[src/shared/phy_ext_pkg.sv]
// Register map, reset values, timing and carrier types of the ext block
`default_nettype none
package phy_ext_pkg;
	// Register offsets
	localparam logic [15:0] PAD_CTRL_OFS = 16'h4001;
	localparam logic [15:0] CLK_WAKE_OFS = 16'h4003;
	localparam logic [15:0] WAKE_HI_OFS  = 16'h4004;
	localparam logic [15:0] WAKE_MID_OFS = 16'h4005;
	localparam logic [15:0] WAKE_LO_OFS  = 16'h4006;
	localparam logic [15:0] SELFTEST_OFS = 16'h40a0;
	localparam logic [15:0] PKT_LEN_OFS  = 16'h40a1;
	localparam logic [15:0] BURST_OFS    = 16'h40a2;
	// Values after reset
	localparam logic [15:0] PAD_CTRL_RST = 16'h80ef;
	localparam logic [15:0] CLK_WAKE_RST = 16'h0260;
	localparam logic [15:0] SELFTEST_RST = 16'h68c0;
	localparam logic [15:0] PKT_LEN_RST  = 16'h0040;
	localparam logic [15:0] BURST_RST    = 16'h0000;
	localparam logic [3:0]  PRE_RST      = 4'h8;
	localparam logic [3:0]  GAP_RST      = 4'hc;
	localparam logic [3:0]  MIN_FIELD    = 4'h2;
	localparam logic [7:0]  LFSR_SEED    = 8'h01;
	// Field positions
	localparam int IRQ_SRC_BIT  = 15;
	localparam int MI_DRV_LSB   = 4;
	localparam int MD_DRV_LSB   = 2;
	localparam int JITTER_BIT   = 14;
	localparam int SHAPE_LSB    = 7;
	localparam int TXC_ISO_BIT  = 6;
	localparam int RXC_ISO_BIT  = 5;
	localparam int CHK_EN_BIT   = 15;
	localparam int GATE_EN_BIT  = 14;
	localparam int TEST_SEL_BIT = 13;
	localparam int GEN_EN_BIT   = 12;
	localparam int PRE_LSB      = 8;
	localparam int GAP_LSB      = 4;
	localparam int FORCE_BIT    = 3;
	localparam int BAD_FCS_BIT  = 2;
	localparam int PAYLOAD_LSB  = 0;
	// Frame constants
	localparam logic [31:0] FIXED_PATTERN = 32'h5aa55aa5;
	localparam logic [7:0]  PREAMBLE_BYTE = 8'h55;
	localparam logic [7:0]  SFD_BYTE      = 8'hd5;
	localparam logic [31:0] CRC_INIT      = 32'hffffffff;
	localparam logic [31:0] CRC_POLY      = 32'hedb88320;
	// Wake pulse widths
	localparam int CLK_PERIOD_NS = 20;
	localparam int WAKE_10_US    = 10;
	localparam int WAKE_100_US   = 100;
	localparam int WAKE_1_MS     = 1;
	localparam int WAKE_10_MS    = 10;
	localparam int WAKE_10US_CYC  = WAKE_10_US * 1000 / CLK_PERIOD_NS;
	localparam int WAKE_100US_CYC = WAKE_100_US * 1000 / CLK_PERIOD_NS;
	localparam int WAKE_1MS_CYC   = WAKE_1_MS * 1000000 / CLK_PERIOD_NS;
	localparam int WAKE_10MS_CYC  = WAKE_10_MS * 1000000 / CLK_PERIOD_NS;
	localparam logic [18:0] WAKE_10US_LD = 19'(WAKE_10US_CYC);
	// Carriers
	typedef enum logic [1:0] {PL_INC, PL_RAND, PL_FIXED, PL_RSVD} payload_t;
	typedef enum logic [2:0] {G_IDLE, G_PRE, G_DATA, G_FCS, G_GAP} gen_state_t;
	typedef struct packed {
		logic [15:0] addr;
		logic [15:0] wdata;
		logic        wr;
		logic        rd;
	} reg_req_t;
	typedef struct packed {
		logic       en;
		logic [3:0] d;
	} mii_tx_t;
	typedef struct packed {
		logic [15:0] pad;
		logic [15:0] combo2;
		logic [15:0] st_ctl;
		logic [15:0] len;
		logic [15:0] burst;
		logic [15:0] mac_h;
		logic [15:0] mac_m;
		logic [15:0] mac_l;
		logic [15:0] rdata;
		logic [2:0]  txc;
		mii_tx_t     mac_s0;
		mii_tx_t     mac_s1;
		logic [1:0]  strap_s;
		logic [1:0]  strap_vld;
		logic        strap;
		logic        strap_done;
		gen_state_t  gst;
		logic [16:0] idx;
		logic [15:0] pkts;
		logic [31:0] crc;
		logic [7:0]  lfsr;
		logic [3:0]  pre_eff;
		logic [3:0]  gap_eff;
		mii_tx_t     gen_tx;
		mii_tx_t     pad_tx;
		logic        pin;
		logic        txdir_in;
		logic        rxdir_in;
		logic        wake_lvl;
		logic [18:0] wake_cnt;
		logic [1:0]  drv_mi;
		logic [1:0]  drv_md;
		logic        chk;
		logic        gate;
	} state_t;
	localparam state_t STATE_RST = '{pad: PAD_CTRL_RST,
		combo2: CLK_WAKE_RST, st_ctl: SELFTEST_RST, len: PKT_LEN_RST,
		burst: BURST_RST, crc: CRC_INIT, lfsr: LFSR_SEED,
		pre_eff: PRE_RST, gap_eff: GAP_RST, gst: G_IDLE,
		drv_mi: PAD_CTRL_RST[MI_DRV_LSB+:2],
		drv_md: PAD_CTRL_RST[MD_DRV_LSB+:2], default: '0};
endpackage
`default_nettype wire

[src/hw/phy_ext_control_and_pkt_gen.sv]
// Extended pad, wake and packet self-test control of the PHY
// What this block does
// - Strap high routes general or wake interrupt to status pin by select.
// - Two drive strength fields, media default 2, used only outside scan.
// - Jitter test bit puts DAC clock on receive clock output.
// - Shape field bit 0 picks pulse (1) or level (0) wake interrupt.
// - Upper shape bits pick pulse width 10us, 100us, 1ms or 10ms.
// - Isolate with TX control set makes TX_CLK input, else keep direction.
// - Isolate with RX control set makes RX_CLK input, else keep direction.
// - Wake MAC address in three word registers, high word first.
// - Checker enable turns receive and transmit checkers on or off.
// - Gating bit gates self-test clocks when checker off, normal, gen off.
// - Test select one sends MAC data, zero sends generator data.
// - Generator enable starts packets; they reach pads only in test mode.
// - Burst zero runs until cleared, else stops and clears enable.
// - Preamble length from four-bit field, default 8, below 2 ignored.
// - Gap length from four-bit field, default 12, below 2 ignored.
// - Force bit lets packets out without link, otherwise link needed.
// - Corrupt bit makes frame check sequence bad, else correct.
// - Payload incrementing, random, or fixed 5aa55aa5; code 3 reserved.
// - Packet length register, sixteen bits, default 64.
// - Burst count register, sixteen bits, default 0.
`default_nettype none
module phy_ext_control_and_pkt_gen #(
	parameter int unsigned WAKE_100US_CYC = phy_ext_pkg::WAKE_100US_CYC,
	parameter int unsigned WAKE_1MS_CYC   = phy_ext_pkg::WAKE_1MS_CYC,
	parameter int unsigned WAKE_10MS_CYC  = phy_ext_pkg::WAKE_10MS_CYC
) (
	input  wire logic                  clk_i,
	input  wire logic                  rst_b_i,
	input  wire phy_ext_pkg::reg_req_t reg_req_i,
	output logic [15:0]                reg_rdata_o,
	input  wire logic                  isolate_i,
	input  wire logic                  clk_pins_input_i,
	input  wire logic                  scan_mode_i,
	input  wire logic                  link_up_i,
	input  wire logic                  general_irq_i,
	input  wire logic                  wake_event_i,
	input  wire logic                  wake_ack_i,
	input  wire logic                  receive_data_bit1_strap_i,
	input  wire logic                  dac_clk_i,
	input  wire logic                  rx_clk_src_i,
	input  wire logic                  tx_clk_i,
	input  wire phy_ext_pkg::mii_tx_t  mac_tx_i,
	output phy_ext_pkg::mii_tx_t       pad_tx_o,
	output logic                       rx_clk_o,
	output logic                       tx_clk_oe_o,
	output logic                       rx_clk_oe_o,
	output logic                       status_light_pin_o,
	output logic [1:0]                 media_if_drive_strength_o,
	output logic [1:0]                 mgmt_pin_drive_strength_o,
	output logic [47:0]                wake_match_addr_o,
	output logic                       rx_checker_en_o,
	output logic                       tx_checker_en_o,
	output logic                       selftest_clk_gate_o
);
	import phy_ext_pkg::*;

	state_t      s;
	state_t      n;
	logic [15:0] rd_val;
	logic        te;
	logic        tx_ok;
	logic        gen_done;
	logic        st_wr;
	logic        pulse;
	logic [1:0]  width;
	logic        wake_out;
	logic [7:0]  byte_v;
	logic [7:0]  pre_byte;
	logic [3:0]  nib_v;
	logic [3:0]  fcs_nib;
	logic [31:0] fcs;
	logic [16:0] pre_last;
	logic [16:0] data_last;
	logic [16:0] gap_last;
	payload_t    pl;

	// Reflected CRC-32 over one nibble, low bit first
	function automatic logic [31:0] crc_nib(input logic [31:0] c,
		input logic [3:0] d);
		logic [31:0] r;
		r = c;
		for (int i = 0; i < 4; i++) begin
			r = (r[0] ^ d[i]) ? ((r >> 1) ^ CRC_POLY) : (r >> 1);
		end
		return r;
	endfunction

	// Next state of the whole block
	always_comb begin
		n = s;
		rd_val = '0;
		gen_done = 1'b0;
		pre_byte = PREAMBLE_BYTE;
		fcs = ~s.crc;
		fcs_nib = fcs[{s.idx[2:0], 2'b00} +: 4];
		pre_last = {12'h000, s.pre_eff, 1'b0} - 17'd1;
		data_last = {s.len, 1'b0} - 17'd1;
		gap_last = {12'h000, s.gap_eff, 1'b0} - 17'd1;
		st_wr = reg_req_i.wr && (reg_req_i.addr == SELFTEST_OFS);
		te = s.txc[1] & ~s.txc[2];
		tx_ok = s.st_ctl[FORCE_BIT] | link_up_i;
		pl = payload_t'(s.st_ctl[PAYLOAD_LSB +: 2]);
		pulse = s.combo2[SHAPE_LSB];
		width = s.combo2[SHAPE_LSB + 1 +: 2];
		wake_out = pulse ? (s.wake_cnt != '0) : s.wake_lvl;

		// Synchronisers for pins and the link clock
		n.txc = {s.txc[1:0], tx_clk_i};
		n.mac_s0 = mac_tx_i;
		n.mac_s1 = s.mac_s0;
		n.strap_s = {s.strap_s[0], receive_data_bit1_strap_i};
		n.strap_vld = {s.strap_vld[0], 1'b1};
		if (s.strap_vld[1] && !s.strap_done) begin
			n.strap = s.strap_s[1];
			n.strap_done = 1'b1;
		end

		// Payload byte selection
		case (pl)
			PL_INC:   byte_v = s.idx[8:1];
			PL_RAND:  byte_v = s.lfsr;
			PL_FIXED: byte_v = FIXED_PATTERN[{~s.idx[2:1], 3'b000} +: 8];
			default:  byte_v = '0;
		endcase
		nib_v = s.idx[0] ? byte_v[7:4] : byte_v[3:0];

		// Smallest accepted preamble and gap
		if (s.st_ctl[PRE_LSB +: 4] >= MIN_FIELD) begin
			n.pre_eff = s.st_ctl[PRE_LSB +: 4];
		end
		if (s.st_ctl[GAP_LSB +: 4] >= MIN_FIELD) begin
			n.gap_eff = s.st_ctl[GAP_LSB +: 4];
		end

		// Packet generator, one nibble per rising link clock edge
		if (te) begin
			n.idx = s.idx + 17'd1;
			case (s.gst)
				G_IDLE: begin
					n.gen_tx = '0;
					n.idx = '0;
					if (!s.st_ctl[GEN_EN_BIT]) begin
						n.pkts = '0;
					end
					if (s.st_ctl[GEN_EN_BIT] && tx_ok) begin
						n.gst = G_PRE;
						n.crc = CRC_INIT;
					end
				end
				G_PRE: begin
					if (s.idx[16:1] == pre_last[16:1]) begin
						pre_byte = SFD_BYTE;
					end
					n.gen_tx.en = 1'b1;
					n.gen_tx.d = s.idx[0] ? pre_byte[7:4] : pre_byte[3:0];
					if (s.idx == pre_last) begin
						n.gst = G_DATA;
						n.idx = '0;
					end
				end
				G_DATA: begin
					n.gen_tx.en = 1'b1;
					n.gen_tx.d = nib_v;
					n.crc = crc_nib(s.crc, nib_v);
					if (s.idx[0] && pl == PL_RAND) begin
						n.lfsr = {s.lfsr[6:0],
							s.lfsr[7] ^ s.lfsr[5] ^ s.lfsr[4] ^ s.lfsr[3]};
					end
					if (s.idx == data_last) begin
						n.gst = G_FCS;
						n.idx = '0;
					end
				end
				G_FCS: begin
					n.gen_tx.en = 1'b1;
					n.gen_tx.d = fcs_nib;
					if (s.st_ctl[BAD_FCS_BIT] && s.idx == '0) begin
						n.gen_tx.d = ~fcs_nib;
					end
					if (s.idx == 17'd7) begin
						n.gst = G_GAP;
						n.idx = '0;
						n.pkts = s.pkts + 16'd1;
						if (s.burst != '0 && n.pkts == s.burst) begin
							gen_done = 1'b1;
						end
					end
				end
				G_GAP: begin
					n.gen_tx = '0;
					if (s.idx == gap_last) begin
						n.gst = G_IDLE;
						n.idx = '0;
					end
				end
				default: begin
					n.gst = G_IDLE;
					n.gen_tx = '0;
				end
			endcase
		end

		// A fresh enable starts a new burst count
		if (st_wr && reg_req_i.wdata[GEN_EN_BIT] &&
			!s.st_ctl[GEN_EN_BIT]) begin
			n.pkts = '0;
		end
		// Register writes
		if (reg_req_i.wr) begin
			case (reg_req_i.addr)
				PAD_CTRL_OFS: n.pad = reg_req_i.wdata;
				CLK_WAKE_OFS: n.combo2 = reg_req_i.wdata;
				WAKE_HI_OFS:  n.mac_h = reg_req_i.wdata;
				WAKE_MID_OFS: n.mac_m = reg_req_i.wdata;
				WAKE_LO_OFS:  n.mac_l = reg_req_i.wdata;
				SELFTEST_OFS: n.st_ctl = reg_req_i.wdata;
				PKT_LEN_OFS:  n.len = reg_req_i.wdata;
				BURST_OFS:    n.burst = reg_req_i.wdata;
				default: ;
			endcase
		end
		// Self clear at burst end; a software write that cycle wins
		if (gen_done && !st_wr) begin
			n.st_ctl[GEN_EN_BIT] = 1'b0;
		end

		// Register reads, answered on the next edge
		case (reg_req_i.addr)
			PAD_CTRL_OFS: rd_val = s.pad;
			CLK_WAKE_OFS: rd_val = s.combo2;
			WAKE_HI_OFS:  rd_val = s.mac_h;
			WAKE_MID_OFS: rd_val = s.mac_m;
			WAKE_LO_OFS:  rd_val = s.mac_l;
			SELFTEST_OFS: rd_val = s.st_ctl;
			PKT_LEN_OFS:  rd_val = s.len;
			BURST_OFS:    rd_val = s.burst;
			default:      rd_val = '0;
		endcase
		if (reg_req_i.rd) begin
			n.rdata = rd_val;
		end

		// Transmit source select
		n.pad_tx = s.st_ctl[TEST_SEL_BIT] ? s.mac_s1 : s.gen_tx;
		// Checker enables and self-test clock gating
		n.chk = s.st_ctl[CHK_EN_BIT];
		n.gate = s.st_ctl[GATE_EN_BIT] & ~s.st_ctl[CHK_EN_BIT] &
			s.st_ctl[TEST_SEL_BIT] & ~s.st_ctl[GEN_EN_BIT];
		// Drive strengths fall back to defaults in scan
		n.drv_mi = scan_mode_i ? PAD_CTRL_RST[MI_DRV_LSB +: 2] :
			s.pad[MI_DRV_LSB +: 2];
		n.drv_md = scan_mode_i ? PAD_CTRL_RST[MD_DRV_LSB +: 2] :
			s.pad[MD_DRV_LSB +: 2];

		// Wake interrupt shaping; an event beats an acknowledge
		if (s.wake_cnt != '0) begin
			n.wake_cnt = s.wake_cnt - 19'd1;
		end
		if (wake_ack_i) begin
			n.wake_lvl = 1'b0;
		end
		if (wake_event_i) begin
			if (pulse) begin
				case (width)
					2'b00:   n.wake_cnt = WAKE_10US_LD;
					2'b01:   n.wake_cnt = 19'(WAKE_100US_CYC);
					2'b10:   n.wake_cnt = 19'(WAKE_1MS_CYC);
					default: n.wake_cnt = 19'(WAKE_10MS_CYC);
				endcase
			end else begin
				n.wake_lvl = 1'b1;
			end
		end
		// Status pin carries an interrupt only when strapped for it
		n.pin = s.strap & (s.pad[IRQ_SRC_BIT] ? general_irq_i :
			wake_out);

		// Clock pin directions under isolate
		if (!isolate_i) begin
			n.txdir_in = clk_pins_input_i;
			n.rxdir_in = clk_pins_input_i;
		end else begin
			if (s.combo2[TXC_ISO_BIT]) begin
				n.txdir_in = 1'b1;
			end
			if (s.combo2[RXC_ISO_BIT]) begin
				n.rxdir_in = 1'b1;
			end
		end
	end

	// State register
	always_ff @(posedge clk_i or negedge rst_b_i) begin
		if (!rst_b_i) begin
			s <= STATE_RST;
		end else begin
			s <= n;
		end
	end

	// Outputs
	assign reg_rdata_o = s.rdata;
	assign pad_tx_o = s.pad_tx;
	// Plain clock mux, glitches possible when the bit changes
	assign rx_clk_o = s.combo2[JITTER_BIT] ? dac_clk_i : rx_clk_src_i;
	assign tx_clk_oe_o = ~s.txdir_in;
	assign rx_clk_oe_o = ~s.rxdir_in;
	assign status_light_pin_o = s.pin;
	assign media_if_drive_strength_o = s.drv_mi;
	assign mgmt_pin_drive_strength_o = s.drv_md;
	assign wake_match_addr_o = {s.mac_h, s.mac_m, s.mac_l};
	assign rx_checker_en_o = s.chk;
	assign tx_checker_en_o = s.chk;
	assign selftest_clk_gate_o = s.gate;
endmodule
`default_nettype wire

[config.mk]
export PLATFORM = sky130hd
export DESIGN_NAME = phy_ext_control_and_pkt_gen
export DESIGN_NICKNAME = d
export VERILOG_FILES = /design/src/shared/phy_ext_pkg.sv /design/src/hw/phy_ext_control_and_pkt_gen.sv
export SDC_FILE = /design/constraint.sdc
export NUM_CORES = 1
export LEC_CHECK = 0
export BUFFER_PORTS_ARGS = -buffer_cell sky130_fd_sc_hd__buf_2
export CAP_MARGIN = 40
export CORE_ASPECT_RATIO = 0.75
export CORE_MARGIN = 2
export CORE_UTILIZATION = 56
export CTS_BUF_LIST = sky130_fd_sc_hd__clkbuf_4
export CTS_CLUSTER_DIAMETER = 80
export DETAILED_ROUTE_END_ITERATION = 8
export HOLD_SLACK_MARGIN = 0.12
export PLACE_DENSITY = 0.75
export SETUP_SLACK_MARGIN = 0.3
export SYNTH_ARGS = -nofsm -noshare
export SYNTH_HDL_FRONTEND = slang
export SYNTH_SLANG_ARGS = --single-unit
[constraint.sdc]
create_clock -name clk_i -period 2.8 [get_ports clk_i]
set_input_delay 0.14 -clock clk_i [delete_from_list [all_inputs] [get_ports clk_i]]
set_output_delay 0.14 -clock clk_i [all_outputs]
set_load 0.02 [all_outputs]
==> Word level (Yosys, flattened, before mapping) <==
Index checks and enable logic that the tools add are counted.
{ "totals": {"ff_bits": 286, "input_bits": 52, "out_inout_bits": 80, "word_cells": 194} }
{ "classes": {"n_addsub": 6, "order_cmp": 2, "eq_ne": 31, "shift": 2, "muxes": 53, "bitwise_logic": 25, "n_reduce_logical": 36} }
{ "op_table": {"columns": ["cell", "count"], "rows": [
  ["2-to-1 mux 32 bit", 5],
  ["equality test 16 x 15 -> 1 bit (second input constant)", 8],
  ["one-hot mux 16 bit (8 select lines)", 1],
  ["2-to-1 mux 16 bit", 7],
  ["2-to-1 mux 93 bit", 1],
  ["one-hot mux 17 bit (5 select lines)", 1],
  ["2-to-1 mux 20 bit", 4],
  ["one-hot mux 32 bit (2 select lines)", 1],
  ["one-hot mux 19 bit (3 select lines)", 1],
  ["2-to-1 mux 56 bit", 1],
  ["inverter 13 -> 14 bit", 4],
  ["equality test 17 bit", 3],
  ["2-to-1 mux 19 bit", 2],
  ["2-to-1 mux 36 bit", 1],
  ["equality test 16 bit", 2],
  ["inverter 32 bit", 1],
  ["one-hot mux 16 bit (2 select lines)", 1],
  ["indexed part select 32 x 6 -> 4 bit", 1],
  ["indexed part select 32 x 6 -> 8 bit (first input constant)", 1],
  ["2-to-1 mux 8 bit", 3],
  ["one-hot mux 8 bit (3 select lines)", 1],
  ["nonzero test 19 bit", 1],
  ["subtractor 19 x 1 -> 19 bit (second input constant)", 1],
  ["AND reduction 2 bit", 9],
  ["39 further kinds", 94]
]} }

==> Depth between registers and ports, before layout <==
{ "logic_depth": {"word_depth": 15, "ltp_mapped": 10, "ltp_nobuf": 9} }

==> Worst setup path after synthesis <==
No wires, ideal clock.
{ "synth_timing": {"kind": "register -> register", "start": "register s[222] in the netlist's numbering", "end": "register s[108] in the netlist's numbering", "setup_ns": 0.137, "arrival_time_ns": 2.692, "required_time_ns": 2.663, "slack_ns": -0.029, "path_stages_with_launch": 10, "n_path_buf": 1, "period_less_slack_ns": 2.829, "path_cell_list": "dfrtp_1 inv_1 ha_1 or4b_1 a2111oi_0 o211ai_1 a2111o_1 o21ai_1 buf_2 a21oi_1"} }
{ "synth_between": {"elab_chain_len": 4} }
{ "synth_rtl": {"columns": ["element", "line", "text"], "rows": [
  ["from (decl)", "phy_ext_control_and_pkt_gen.sv:59", "state_t s;"],
  ["from (signal assigned)", "phy_ext_control_and_pkt_gen.sv:299", "s <= n;"],
  ["subtractor 17 x 1 -> 17 bit", "phy_ext_control_and_pkt_gen.sv:99", "data_last = {s.len, 1'b0} - 17'd1;"],
  ["equality test 17 bit", "phy_ext_control_and_pkt_gen.sv:171", "if (s.idx == data_last) begin"],
  ["2-to-1 mux 20 bit", "phy_ext_control_and_pkt_gen.sv:171", null],
  ["one-hot mux 17 bit (5 select lines)", "phy_ext_control_and_pkt_gen.sv:140", "case (s.gst)"]
]} }
No other way between the ends. The select of a mux whose other input is x is not followed.
A chain may end at the register's enable or synchronous reset.

==> Worst setup path after layout <==
{ "layout_timing": {"start": "register s[223] in the netlist's numbering", "end": "register s[105] in the netlist's numbering"} }
Same word-level chain as after synthesis.

==> flow_metrics.tcl <==
set metrics [dict create \
    vias 12000 \
    arrival_ns 3.29 \
    async_reset_ff_share_pct 100 \
    place_inst 1776 \
    wl_met3_um 3700 \
    power_frac_seq_pct 50.3 \
    io_buffers 131 \
    worstSetupPathType "flop to flop" \
    synth_area_sq_um 15100 \
    post-synth-top-area-cell "dfrtp_1" \
    pin_count 132 \
    drc_errors 0 \
    fin_skew_ns 0.0537 \
    area_growth_pct 20.1 \
    die_y_um 146 \
    synthDistinctLibCells 74 \
    peakVddDrop_v 0.000317 \
    clk_latency_ns 0.73 \
    max_slew_margin_pct 42.0 \
    clock_sinks 286 \
    core_sq_um 26800 \
    layout-drive-gt1-share_pct 40.8 \
    intPower_mw 6.35 \
    clockBufferDepth 3 \
    top_layer_used "met4" \
    p_comb_share_pct 5.5 \
    drv_slew 0 \
    wl_met1_um 18900 \
    grt_max_degree 90 \
    yosysTopAreaCellShare_pct 38.0 \
    cap_viol_max_count 0 \
    rows 52 \
    place_hpwl_um 28600 \
    fin_nets 1649 \
    ys_ff_latch 286 \
    grt_pass1_vias 11900 \
    drt-initial-drc-count 1018 \
    required_ns 3.40 \
    clockPowerShare_pct 44.2 \
    cts_tree "done" \
    ys_seq_area_share_pct 47.7 \
    clkSlewWorstSetupHoldPaths_ns 0.07 \
    start_kind "flop" \
    wl_met2_um 18500 \
    numCtsBuffers 74 \
    multiInputGateArea_sq_um 7410 \
    ant_nets 0 \
    p_per_area_nw_per_um2 462 \
    synthesis.nets 1436 \
    finalSetupViolCount 0 \
    stdcell_count 1995 \
    end_kind "flop" \
    period_minus_slack_ns 2.69 \
    grt_pass1_wl_um 65800 \
    start_util_pct 56.5 \
    avgSynthCellArea_sq_um 11.0 \
    gr-total-overflow 0 \
    die_w_um 194 \
    post-route-util_pct 67.9 \
    power.net_switching_mw 2.06 \
    p_sw_share_pct 24.5 \
    die-area_sq_um 28400 \
    ys.flop_type "dfrtp_1" \
    synthCells 1371 \
    dr.pass1.iters 8 \
    htreeDepth 3 \
    synth_edf_count 0 \
    seq_area_sq_um 7240 \
    p_leak_nw 8.68 \
    wire_per_inst_um 21.1 \
    period_share_pct 96.0 \
    rsz0062_at_grt "true" \
    hold_path_class "input port to flop" \
    tightest_slew_ns 0.868 \
    fmax_ghz 0.372 \
    root_buffer "clkbuf_4" \
    finalHoldViolations 0 \
    grtUsageTotal_pct 29.5 \
    antenna_found_initial 1 \
    fillCellCount 2022 \
    yosysWarnings 0 \
    wirelength_um 42000 \
    path_max_fanout 4 \
    place_congestion 0.959 \
    status "complete, no violations" \
    synthTopCellsByArea "dfrtp_1, mux2_2, dfstp_2" \
    vias_per_cell 6.03 \
]
[cell usage after synthesis (13+ instances only)]
cell type and instances:
dfrtp_1 230, mux2_2 160, nor2_1 89, buf_4 75
xnor2_1 74, a21oi_1 69, nand2_1 60, clkbuf_1 58
dfstp_2 56, xor2_1 48, o21ai_0 41, mux2i_1 31
nand3_1 31, inv_1 30, nor3_1 22, nor4_1 22
nand4_1 16, o22ai_1 16, o31ai_1 16, a222oi_1 15
o22a_1 15, ha_1 13, nor2b_1 13
[cells in the final DEF (no fill, tap or decap), types with 29 or more instances in the layout]
cell type | synthesis | final
a21oi_1 | 69 | 68
buf_2 | 8 | 130
buf_4 | 75 | 97
clkbuf_4 | 0 | 122
dfrtp_1 | 230 | 221
dfstp_2 | 56 | 56
dlygate4sd3_1 | 0 | 49
mux2_2 | 160 | 160
mux2i_1 | 31 | 31
nand2_1 | 60 | 60
nand3_1 | 31 | 29
nor2_1 | 89 | 86
o21ai_0 | 41 | 35
xnor2_1 | 74 | 70
xor2_1 | 48 | 48
[repair_timing]
action,CTS,global route
cloned,1,0
hold buffers,49,0
setup buffers,8,25
gates resized for setup,28,56
pin swaps,7,38
setup endpoints to repair,59,63
endpoints found under the hold margin,417,0
[worst max-delay path: stages (launching register included)]
cell and delay, ns:
dfrtp_1 0.40, inv_2 0.07, ha_4 0.12, or4b_4 0.50
nor4_4 0.17, mux2i_1 0.28, or4b_4 0.50, nor4b_4 0.24
nor4b_4 0.23, nor4b_1 0.07
[through the flow]
step / setup WS (ns) / power [mW] / area [sq um] / setup TNS, ns / hold WS (ns)
floorplan: 0.171 / 4.44 / 15200 / 0 / -0.156
global placement: 0.145 / 4.64 / 16100 / 0 / 0.188
detailed placement: 0.0638 / 4.65 / 16100 / 0 / 0.191
CTS: 0.169 / 8.44 / 17700 / 0 / 0.121
global route: -0.0233 / 8.77 / 18200 / -0.0233 / 0.166
finish: 0.112 / 8.41 / 18200 / 0 / 0.182
[layout make-up]
type | count | share of cell area [%]
tap | 351 | 2.41
timing repair buffer | 285 | 11.1
sequential | 286 | 39.8
inverter | 31 | 0.640
multi-input combinational | 906 | 40.7
antenna | 1 | 0.0138
clock inverter | 13 | 0.289
clock buffer | 122 | 5.03
[sequential cells by signal, summed over array words and instances, names as in the netlist, 2 cells and up]
register                   count
media_if_drive_strength_o      2
mgmt_pin_drive_strength_o      2
n                             10
pad_tx_o                       5
pl                             2
reg_rdata_o                   16
s                            197
wake_match_addr_o             48
[worst paths after layout]
check | from | endpoint | slack, ns | depth (start not counted)
worst max-delay path | s[223] | s[105] | 0.11 | 9
worst min-delay path | scan_mode_i | mgmt_pin_drive_strength_o[0] | 0.18 | 3
worst max register to register | s[223] | s[105] | 0.11 | 9
worst min register to register | n[131] | s[131] | 0.35 | 0
max in group asynchronous | rst_b_i | s[285] | 1.33 | 4
min in group asynchronous | rst_b_i | wake_match_addr_o[16] | 0.57 | 3
[kinds of logic (layout without fill, tap and decap cells)]
kind of cell	Yosys count	count (layout)	synth area share, %
compound gates	238	239	10.5
mux	199	199	15.1
other cells	1	2	0.0248
flops	286	286	47.7
xor+xnor	129	129	8.01
simple gates	325	325	11.1
fa+ha+maj	13	13	1.07
buf+inv	180	451	6.44
[power groups by stage]
stage	clock (mW)	sequential [mW]	combinational [mW]
after floorplan	0	4.30	0.136
after global placement	0	4.31	0.333
after detailed placement	0	4.31	0.337
after CTS	3.80	4.23	0.409
after global routing	4.04	4.24	0.499
final	3.72	4.23	0.459
[layer usage]
metal / vias up / global-route usage (%)
li1: 5348 / -
met1: 6027 / 43.8
met2: 582 / 43.1
met3: 74 / 6.38
met4: 0 / 9.85
met5: - / 0
(Power assumes the default switching activity.)
